`src/lptx_map.vh`:
```
// Summary of operation
// - Three independent logical transmit ports feed one shared queuing unit.
// - Payload travels as one 64-bit word per data beat.
// - A discard seen anywhere during a packet drops the whole packet.
// - Ready is asserted only when a beat can be taken that cycle.
// - Ready is withheld while another port's packet is being enqueued.
// - Ready is withheld when fifteen packets wait at the packet's priority.
// - Ready is withheld when every packet buffer is occupied.
// - Once a packet starts, ready stays asserted until its last beat.
// - All transfers are timed on the single logical-layer clock.
// - A beat takes one cycle without flow control, longer otherwise.
`ifndef LPTX_MAP_VH
`define LPTX_MAP_VH
`define LPTX_NUM_PORTS 3
`define LPTX_DATA_W 64
`define LPTX_REM_W 3
`define LPTX_PRIO_W 2
`define LPTX_NUM_PRIO 4
`define LPTX_PRIO_LIMIT 4'hF
`define LPTX_PRIO_MSB 3
`define LPTX_NUM_BUFS 8
`define LPTX_CNT_W 4
`endif

```
`src/lptx_port.v`:
```
`timescale 1ns/1ps
`include "lptx_map.vh"
// one logical transmit port: framing tracker and ready generation
module lptx_port (
	input wire clk_i,
	input wire rst_n_i,
	input wire source_valid_i,
	input wire first_beat_i,
	input wire last_beat_i,
	input wire discard_i,
	input wire [`LPTX_PRIO_W-1:0] prio_i,
	input wire grant_i,
	input wire can_start_i,
	output reg ready_o,
	output reg ready_n_o,
	output wire beat_o,
	output wire in_pkt_o,
	output wire commit_o,
	output wire drop_o,
	output wire [`LPTX_PRIO_W-1:0] pkt_prio_o
);
	reg in_pkt_q;
	reg in_pkt_d;
	reg dsc_q;
	reg dsc_d;
	reg [`LPTX_PRIO_W-1:0] prio_q;
	reg ready_d;
	wire beat;
	wire beat_dsc;
	assign beat = source_valid_i & ready_o;
	assign beat_dsc = dsc_q | discard_i;
	assign beat_o = beat;
	assign in_pkt_o = in_pkt_q;
	assign pkt_prio_o = prio_q;
	assign commit_o = beat & last_beat_i & ~beat_dsc & (in_pkt_q | first_beat_i);
	// discard during a packet drops it whole, even if the last beat is clean
	assign drop_o = beat & last_beat_i & beat_dsc;
	always @* begin
		in_pkt_d = in_pkt_q;
		dsc_d = dsc_q;
		if (beat) begin
			if (last_beat_i) begin
				in_pkt_d = 1'b0;
				dsc_d = 1'b0;
			end else begin
				in_pkt_d = 1'b1;
				dsc_d = beat_dsc;
			end
		end else if (in_pkt_q & discard_i) begin
			dsc_d = 1'b1;
		end
		// stall only at packet boundaries; mid-packet ready is held
		if (in_pkt_d) begin
			ready_d = 1'b1;
		end else begin
			ready_d = grant_i & can_start_i;
		end
	end
	always @(posedge clk_i or negedge rst_n_i) begin
		if (!rst_n_i) begin
			in_pkt_q <= 1'b0;
			dsc_q <= 1'b0;
			prio_q <= {`LPTX_PRIO_W{1'b0}};
			ready_o <= 1'b0;
			ready_n_o <= 1'b1;
		end else begin
			in_pkt_q <= in_pkt_d;
			dsc_q <= dsc_d;
			ready_o <= ready_d;
			// pin copy shares the internal flop's timing, so it is never late
			ready_n_o <= ~ready_d;
			if (beat & first_beat_i) begin
				prio_q <= prio_i;
			end
		end
	end
endmodule // lptx_port

```
`src/lptx_ingress.v`:
```
`timescale 1ns/1ps
`include "lptx_map.vh"
// three transmit ports sharing one queuing unit
module lptx_ingress #(
	parameter NUM_BUFS = `LPTX_NUM_BUFS
) (
	input wire clk_i,
	input wire rst_n_i,
	input wire [3*`LPTX_DATA_W-1:0] tx_port_payload_word_i,
	input wire [3*`LPTX_REM_W-1:0] tx_port_final_byte_count_i,
	input wire [2:0] tx_port_first_beat_mark_n_i,
	input wire [2:0] tx_port_last_beat_mark_n_i,
	input wire [2:0] tx_port_source_valid_n_i,
	input wire [2:0] tx_port_packet_discard_n_i,
	input wire [3:0] queue_release_i,
	input wire [`LPTX_PRIO_W-1:0] queue_release_prio_i,
	output wire [2:0] tx_port_core_ready_n_o,
	output reg [`LPTX_DATA_W-1:0] enq_data_o,
	output reg [`LPTX_REM_W-1:0] enq_rem_o,
	output reg [1:0] enq_port_o,
	output reg enq_valid_o,
	output reg enq_first_o,
	output reg enq_last_o,
	output reg enq_commit_o,
	output reg enq_drop_o,
	output reg [`LPTX_CNT_W-1:0] bufs_used_o
);
	// queue_release_i[0] frees one buffer at queue_release_prio_i
	reg [1:0] owner_q;
	reg owner_vld_q;
	reg [1:0] rr_q;
	reg [`LPTX_CNT_W-1:0] prio_cnt_q [0:`LPTX_NUM_PRIO-1];
	reg [`LPTX_CNT_W-1:0] bufs_q;
	wire [2:0] ready;
	wire [2:0] beat;
	wire [2:0] in_pkt;
	wire [2:0] commit;
	wire [2:0] drop;
	wire [2*3-1:0] pkt_prio;
	reg [2:0] grant;
	reg [2:0] can_start;
	reg [1:0] pick;
	reg pick_vld;
	reg done;
	reg [1:0] beat_idx;
	reg [1:0] cur;
	reg [1:0] cprio;
	reg [1:0] k;
	reg [`LPTX_PRIO_W-1:0] hp;
	wire rel;
	assign rel = queue_release_i[0];
	genvar g;
	generate
		for (g = 0; g < 3; g = g + 1) begin : g_port
			lptx_port u_port (
				.clk_i(clk_i),
				.rst_n_i(rst_n_i),
				.source_valid_i(~tx_port_source_valid_n_i[g]),
				.first_beat_i(~tx_port_first_beat_mark_n_i[g]),
				.last_beat_i(~tx_port_last_beat_mark_n_i[g]),
				.discard_i(~tx_port_packet_discard_n_i[g]),
				.prio_i(tx_port_payload_word_i[g*64+61 +: 2]),
				.grant_i(grant[g]),
				.can_start_i(can_start[g]),
				.ready_o(ready[g]),
				.ready_n_o(tx_port_core_ready_n_o[g]),
				.beat_o(beat[g]),
				.in_pkt_o(in_pkt[g]),
				.commit_o(commit[g]),
				.drop_o(drop[g]),
				.pkt_prio_o(pkt_prio[g*2 +: 2])
			);
		end
	endgenerate
	// port whose beat is taken this cycle; at most one port is ready
	always @* begin
		beat_idx = 2'd0;
		if (beat[1]) begin
			beat_idx = 2'd1;
		end
		if (beat[2]) begin
			beat_idx = 2'd2;
		end
	end
	// the first beat moves before the owner register can be written
	always @* begin
		if (owner_vld_q) begin
			cur = owner_q;
		end else begin
			cur = beat_idx;
		end
	end
	always @* begin
		done = |beat & (commit[cur] | drop[cur]);
	end
	// a single-beat packet ends before its priority is latched
	always @* begin
		if (in_pkt[cur]) begin
			cprio = pkt_prio[cur*2 +: 2];
		end else begin
			cprio = tx_port_payload_word_i[cur*64+61 +: 2];
		end
	end
	// round robin search among ports with a beat waiting
	always @* begin
		pick = rr_q;
		pick_vld = 1'b0;
		for (k = 2'd0; k < 2'd3; k = k + 2'd1) begin
			if (!pick_vld) begin
				if (!tx_port_source_valid_n_i[(rr_q + k) % 3]) begin
					pick = (rr_q + k) % 3;
					pick_vld = 1'b1;
				end
			end
		end
	end
	// single queue owner: one offer at a time, so two ports never overlap
	always @* begin
		grant = 3'b000;
		if (owner_vld_q) begin
			grant = 3'b000;
		end else if (|ready & ~|beat) begin
			// an open offer is kept; an idle source can hold the queue
			grant = ready;
		end else if (~|ready & pick_vld) begin
			grant[pick] = 1'b1;
		end
	end
	always @* begin
		can_start = 3'b000;
		hp = 2'b00;
		for (k = 2'd0; k < 2'd3; k = k + 2'd1) begin
			hp = tx_port_payload_word_i[k*64+61 +: 2];
			can_start[k] = (prio_cnt_q[hp] < `LPTX_PRIO_LIMIT) & (bufs_q < NUM_BUFS);
		end
	end
	always @(posedge clk_i or negedge rst_n_i) begin
		if (!rst_n_i) begin
			owner_q <= 2'd0;
			owner_vld_q <= 1'b0;
		end else if (owner_vld_q) begin
			if (done) begin
				owner_vld_q <= 1'b0;
			end
		end else if (|beat & ~done) begin
			owner_q <= beat_idx;
			owner_vld_q <= 1'b1;
		end
	end
	// rotate after each finished packet so no port starves
	always @(posedge clk_i or negedge rst_n_i) begin
		if (!rst_n_i) begin
			rr_q <= 2'd0;
		end else if (done) begin
			if (cur == 2'd2) begin
				rr_q <= 2'd0;
			end else begin
				rr_q <= cur + 2'd1;
			end
		end
	end
	// release at zero is not guarded; the queue never frees an empty slot
	always @(posedge clk_i or negedge rst_n_i) begin
		if (!rst_n_i) begin
			bufs_q <= {`LPTX_CNT_W{1'b0}};
		end else begin
			bufs_q <= bufs_q + {3'd0, |commit} - {3'd0, rel};
		end
	end
	integer i;
	always @(posedge clk_i or negedge rst_n_i) begin
		if (!rst_n_i) begin
			for (i = 0; i < `LPTX_NUM_PRIO; i = i + 1) begin
				prio_cnt_q[i] <= {`LPTX_CNT_W{1'b0}};
			end
		end else begin
			for (i = 0; i < `LPTX_NUM_PRIO; i = i + 1) begin
				prio_cnt_q[i] <= prio_cnt_q[i]
					+ {3'd0, |commit & (cprio == i)}
					- {3'd0, rel & (queue_release_prio_i == i)};
			end
		end
	end
	// output stage, control: all outputs registered
	always @(posedge clk_i or negedge rst_n_i) begin
		if (!rst_n_i) begin
			enq_valid_o <= 1'b0;
			enq_first_o <= 1'b0;
			enq_last_o <= 1'b0;
			enq_commit_o <= 1'b0;
			enq_drop_o <= 1'b0;
			bufs_used_o <= {`LPTX_CNT_W{1'b0}};
		end else begin
			enq_valid_o <= |beat;
			// marks held while stalled must not leak without a beat
			enq_first_o <= ~tx_port_first_beat_mark_n_i[cur] & |beat;
			enq_last_o <= ~tx_port_last_beat_mark_n_i[cur] & |beat;
			enq_commit_o <= |commit;
			enq_drop_o <= |drop;
			bufs_used_o <= bufs_q;
		end
	end
	// output stage, data
	always @(posedge clk_i or negedge rst_n_i) begin
		if (!rst_n_i) begin
			enq_data_o <= {`LPTX_DATA_W{1'b0}};
			enq_rem_o <= {`LPTX_REM_W{1'b0}};
			enq_port_o <= 2'd0;
		end else begin
			enq_data_o <= tx_port_payload_word_i[cur*64 +: 64];
			enq_rem_o <= tx_port_final_byte_count_i[cur*3 +: 3];
			enq_port_o <= cur;
		end
	end
endmodule // lptx_ingress

```
`config.mk`:
```
export PLATFORM = sky130hd
export DESIGN_NAME = lptx_ingress
export DESIGN_NICKNAME = d
export VERILOG_FILES = /design/src/lptx_port.v /design/src/lptx_ingress.v
export VERILOG_INCLUDE_DIRS = /design/src
export SDC_FILE = /design/constraint.sdc
export NUM_CORES = 1
export LEC_CHECK = 0
export ABC_CLOCK_PERIOD_IN_PS = 2800
export BUFFER_PORTS_ARGS = -buffer_cell sky130_fd_sc_hd__buf_4
export CORE_MARGIN = 1.5
export CORE_UTILIZATION = 42
export CTS_CLUSTER_SIZE = 20
export DETAILED_ROUTE_END_ITERATION = 10
export PLACE_DENSITY = 0.77
export SETUP_SLACK_MARGIN = 0.2
export SLEW_MARGIN = 20
export SYNTH_ARGS = -nofsm -noshare
export SYNTH_HDL_FRONTEND = slang
export SYNTH_SLANG_ARGS = --single-unit
```
`constraint.sdc`:
```
create_clock -name clk_i -period 2.8 [get_ports clk_i]
set_clock_uncertainty 0.2 [all_clocks]
set_input_delay 0 -clock clk_i [delete_from_list [all_inputs] [get_ports clk_i]]
set_output_delay 0 -clock clk_i [all_outputs]
set_load 0.1 [all_outputs]
```
==> results of run 1 <==
## synthesized netlist by cell type (2+ instances only)
cell	n	area, sq um
sky130_fd_sc_hd__o21a_1	4	30.0
sky130_fd_sc_hd__mux2i_1	75	751
sky130_fd_sc_hd__inv_1	31	116
sky130_fd_sc_hd__a21oi_1	12	60.1
sky130_fd_sc_hd__buf_4	7	52.6
sky130_fd_sc_hd__mux2_2	8	90.1
sky130_fd_sc_hd__nor3_1	7	35.0
sky130_fd_sc_hd__nand4b_1	2	17.5
sky130_fd_sc_hd__buf_2	9	45.0
sky130_fd_sc_hd__a211oi_1	2	15.0
sky130_fd_sc_hd__a32oi_1	4	35.0
sky130_fd_sc_hd__ha_1	23	288
sky130_fd_sc_hd__dfrtp_1	118	2950
sky130_fd_sc_hd__xnor2_1	11	96.3
sky130_fd_sc_hd__nor2b_1	7	43.8
sky130_fd_sc_hd__clkbuf_1	13	48.8
sky130_fd_sc_hd__nand3b_1	2	15.0
sky130_fd_sc_hd__dfstp_2	3	78.8
sky130_fd_sc_hd__mux4_2	3	67.6
sky130_fd_sc_hd__a21o_1	8	60.1
sky130_fd_sc_hd__a31oi_1	2	12.5
sky130_fd_sc_hd__a2bb2oi_1	2	17.5
sky130_fd_sc_hd__nand3_1	3	15.0
sky130_fd_sc_hd__and2_1	2	12.5
sky130_fd_sc_hd__nor3b_1	4	30.0
sky130_fd_sc_hd__nand4_1	4	25.0
sky130_fd_sc_hd__o2bb2ai_1	2	17.5
sky130_fd_sc_hd__o21ai_1	20	100
sky130_fd_sc_hd__nand2_1	79	297
sky130_fd_sc_hd__nand2b_1	9	56.3
sky130_fd_sc_hd__fa_1	5	100
sky130_fd_sc_hd__nor2_1	28	105
sky130_fd_sc_hd__o21ai_0	50	250
sky130_fd_sc_hd__xor2_1	4	35.0
sky130_fd_sc_hd__and3_1	2	12.5
## cells by family after synthesis
kind of cell             count (synthesis)  share of synthesized area, %
flip-flops                             121                          48.7
buffers and inverters                   62                          4.46
XOR/XNOR                                15                          2.11
AND/OR/NAND/NOR                        155                          11.4
multiplexers                            87                          14.8
adder cells (fa/ha/maj)                 28                          6.23
AO/OA/AOI/OAI                          122                          12.3
## through the flow
step                utilization [%]  instance area (sq um)  setup WS (ns)  hold WS, ns  std cells
global placement               61.6                   8960         -0.112       -0.197       1078
detailed placement             61.6                   8960         -0.193       -0.195       1078
floorplan                         -                   6340        -0.0791       -0.496        590
==> impl_metrics.json, run 1 <==
{
  "synth_seq_area_share_pct": 48.7,
  "ys_dominant_reg_cell": "sky130_fd_sc_hd__dfrtp_1",
  "cts_inserted_buffers": 17,
  "floorplan.initialDensity_pct": 42.9,
  "yosys_register_bits": 121,
  "holdBufCountCts": 224,
  "cts_setup_buffers": 5,
  "syn_area_per_cell_sq_um": 10.6,
  "ys_types": 60,
  "dp_hpwl_um": 15900,
  "die_h_um": 125,
  "stopping_stage": "4_1_cts",
  "cts_resized": 11,
  "yosysWarningCount": 0,
  "number_of_ports_placed_on_the_die_boundary": 302,
  "mappedNetlistArea_sq_um": 6230,
  "placer_congestion_estimate": 0.853,
  "ys_async_sr_fraction_pct": 100,
  "stop_error": "[ERROR RSZ-0060] Max buffer count reached.",
  "die-width_um": 125,
  "buffers_from_clock_root_to_sink_at_most": 2,
  "row_count": 44,
  "cts_sinks": 121,
  "buffer_ports.inserted": 298,
  "postSynthNetCount": 839,
  "htree_levels": 4,
  "clock_tree.root_cell": "sky130_fd_sc_hd__clkbuf_16",
  "synth_enable_flop_cells": 0,
  "synthCells": 590,
  "run_status": "aborted with a tool error"
}
==> run 2, diff against run 1 <==
Settings changed: ABC_CLOCK_PERIOD_IN_PS 2800 to 3650, CORE_UTILIZATION 42 to 40, CTS_CLUSTER_SIZE 20 to default, PLACE_DENSITY 0.77 to default, PLACE_DENSITY_LB_ADDON from default to 0.15, SETUP_SLACK_MARGIN 0.2 to default.
Clock period 2.8 ns to 3.65 ns, I/O delays scaled along.
==> run 2 against run 1 <==
Against the previous run:
- the run now ends clean
- synthesized area is the same
- synthesized cell count stayed put
==> impl_metrics.json, run 2 <==
{
  "setup-tns-final_ns": 0,
  "dp_hpwl_um": 15300,
  "max_slew_margin_pct": 56.2,
  "layout_commonest_cell": "sky130_fd_sc_hd__buf_4",
  "cts_setup_buffers": 0,
  "min_path_type": "in -> reg",
  "placer_congestion_estimate": 0.852,
  "multi_input_comb_area_sq_um": 2940,
  "cts_inserted_buffers": 17,
  "grt_antenna_before_repair": 5,
  "crit_path_cell_trace": "nor2b_2 > o31ai_4 > buf_6 > buf_4 > mux2i_1 > o21ai_0 > dlygate4sd3_1",
  "ys_dominant_reg_cell": "sky130_fd_sc_hd__dfrtp_1",
  "clock_tree.root_cell": "sky130_fd_sc_hd__clkbuf_16",
  "count_of_pins_over_their_slew_limit": 0,
  "synth.most_common_cell": "sky130_fd_sc_hd__dfrtp_1",
  "die-width_um": 128,
  "timing.max_cap.violations": 0,
  "grt_overflow": 0,
  "setup_viol": 0,
  "clock_input_transition_at_the_sequential_cells_of_the_worst_setup_and_hold_paths_ns": 0.06,
  "grt_util_all_layers_pct": 27.3,
  "buffer_ports.inserted": 298,
  "first_pass_iters": 5,
  "initialDrtViolationCount": 312,
  "most-common-layout-cells": "304 x sky130_fd_sc_hd__buf_4, 175 x sky130_fd_sc_hd__dlygate4sd3_1, 118 x sky130_fd_sc_hd__dfrtp_1, 79 x sky130_fd_sc_hd__nand2_1, 75 x sky130_fd_sc_hd__mux2i_1",
  "max_slew.worst_pin.slew_ns": 0.658,
  "drive_gt1_share_pct": 33.3,
  "powerDensity_nw_per_um2": 1040,
  "row_count": 45,
  "critical-path-top-delay-family": "buffers and inverters",
  "largest_reg_flops": 64,
  "yosys_register_bits": 121,
  "timing.critical_path.arrival_ns": 3.62,
  "endpoint_kind_of_the_worst_setup_timing_path": "register",
  "synthCells": 590,
  "critical_path.n_buffers_inverters": 3,
  "synth_seq_area_share_pct": 48.7,
  "drcViolationCount": 0,
  "finalHoldViolCount": 0,
  "reg2reg_slack_ns": 0.12,
  "run_status": "completed",
  "grt_start_max_net_pins": 77,
  "max-vdd-ir-drop_uv": 726,
  "timing.critical_path.required_ns": 3.74,
  "num_vias": 6438,
  "syn_area_per_cell_sq_um": 10.6,
  "detail_route.vias_per_cell": 5.11,
  "buffers_from_clock_root_to_sink_at_most": 2,
  "rsz0062_at_grt": "false",
  "crit_path_max_fanout": 40,
  "htree_levels": 4,
  "start_kind": "register",
  "routedWlPerCell_um": 17.9,
  "ys_async_sr_fraction_pct": 100,
  "netlist.top_cell.by_area": "sky130_fd_sc_hd__dfrtp_1",
  "fin_nets": 1308,
  "global_route_wire_length_before_repair_um": 34000,
  "synth_enable_flop_cells": 0,
  "period_needed_ns": 3.53,
  "mappedNetlistArea_sq_um": 6230,
  "cts_tree": "built",
  "min_period_over_period_pct": 96.6,
  "cts_sinks": 121,
  "yosysWarningCount": 0,
  "cp_slowest_cell": "sky130_fd_sc_hd__dlygate4sd3_1",
  "core_sq_um": 15200,
  "critical_path_class": "reg -> reg",
  "first_global_vias": 6580,
  "floorplan.initialDensity_pct": 41.0,
  "synthDominantCellAreaShare_pct": 47.4,
  "die_h_um": 128,
  "routed_wirelength_um": 22600,
  "timing.hold.ws_ns": 0.0401,
  "timing.fmax_mhz": 284,
  "fillCellCount": 1026,
  "die_area_sq_um": 16300,
  "synth.area.top_cells": "sky130_fd_sc_hd__dfrtp_1 47%, sky130_fd_sc_hd__mux2i_1 12%, sky130_fd_sc_hd__nand2_1 4.8%, sky130_fd_sc_hd__ha_1 4.6%, sky130_fd_sc_hd__o21ai_0 4.0%",
  "power.static_leakage_nw": 5.19,
  "clkLatencyLatePin_ns": 0.41,
  "regMostFlops": "enq_data_o",
  "layout-area-overhead-vs-synth_pct": 75.9,
  "number_of_ports_placed_on_the_die_boundary": 302,
  "postSynthNetCount": 839,
  "antenna_left": 0,
  "ys_types": 60,
  "critical-path-max-stage-delay_ns": 0.61,
  "synth.cells.most_frequent": "118 x sky130_fd_sc_hd__dfrtp_1, 79 x sky130_fd_sc_hd__nand2_1, 75 x sky130_fd_sc_hd__mux2i_1",
  "register_cell_area_after_layout_sq_um": 3030
}
==> run 2: cell counts after synthesis <==
Identical to the previous run, type by type.
==> run 2: cell families (layout without fill, tap and decap cells) <==
group	Yosys count	count (layout)	synth area share (%)
xor+xnor	15	15	2.11
fa+ha+maj	28	28	6.23
mux	87	87	14.8
other cells	0	1	0
simple gates	155	155	11.4
compound gates	122	122	12.3
flops	121	121	48.7
buf+inv	62	543	4.46
==> run 2: worst reg2reg max path: cells and delay by family, from the launching register on <==
kind	cells	cell delay, ns
and+or+nand+nor	1	0.21
DFF	1	0.40
buffers and inverters	3	1.66
AOI/OAI and AO/OA	2	0.64
muxes	1	0.30
==> run 2: layout make-up <==
type | instances | area share, %
Timing Repair Buffer | 481 | 37.1
Sequential cell | 121 | 27.7
Multi-Input combinational cell | 407 | 26.8
Clock buffer | 23 | 4.36
Tap cell | 188 | 2.15
Inverter | 31 | 1.06
Clock inverter | 8 | 0.868
Antenna cell | 1 | 0.0228
==> run 2: per-layer routing <==
| layer | part of all wire [%] | global-route usage (%) |
|---|---|---|
| met4 | 3.0 | 12.2 |
| met1 | 39 | 31.6 |
| met2 | 51 | 47.2 |
| met5 | 0.23 | 0 |
| met3 | 7.2 | 7.30 |
==> run 2: what timing repair did <==
action                     4_1_cts  5_1_grt
resized for setup                0        1
hold endpoints to repair       167       32
setup endpoints to repair        0       21
hold buffers                   174        1
==> run 2: worst paths after layout <==
kind                             endpoint  depth (start not counted)                            from
setup / recovery           enq_data_o[16]                          7        g_port[2].u_port.ready_o
hold / removal                    rr_q[0]                          5  tx_port_first_beat_mark_n_i[0]
setup reg to reg           enq_data_o[16]                          7        g_port[2].u_port.ready_o
hold reg to reg            bufs_used_o[0]                          0                       bufs_q[0]
max in group asynchronous  enq_data_o[35]                          5                         rst_n_i
min in group asynchronous   enq_data_o[0]                          3                         rst_n_i
==> run 2: power by group <==
| part | total (mW) | internal, mW | switching, mW |
|---|---|---|---|
| clock | 1.63 | 1.05 | 0.579 |
| sequential | 2.37 | 2.03 | 0.340 |
| combinational | 7.43 | 2.28 | 5.15 |
| total | 11.4 | 5.36 | 6.07 |
==> run 2: through the flow <==
step	setup slack, ns	utilization [%]	instances	total power, mW	instance area (sq um)
5_1_grt	0.00412	72.1	1260	11.9	11000
2_1_floorplan	0.619	-	590	7.56	6230
6_report	0.123	72.1	1260	11.4	11000
3_3_place_gp	0.360	56.6	1052	8.99	8610
4_1_cts	0.0226	71.9	1257	11.4	10900
3_5_place_dp	0.250	56.6	1052	9.12	8610
(Power assumes the default switching activity.)
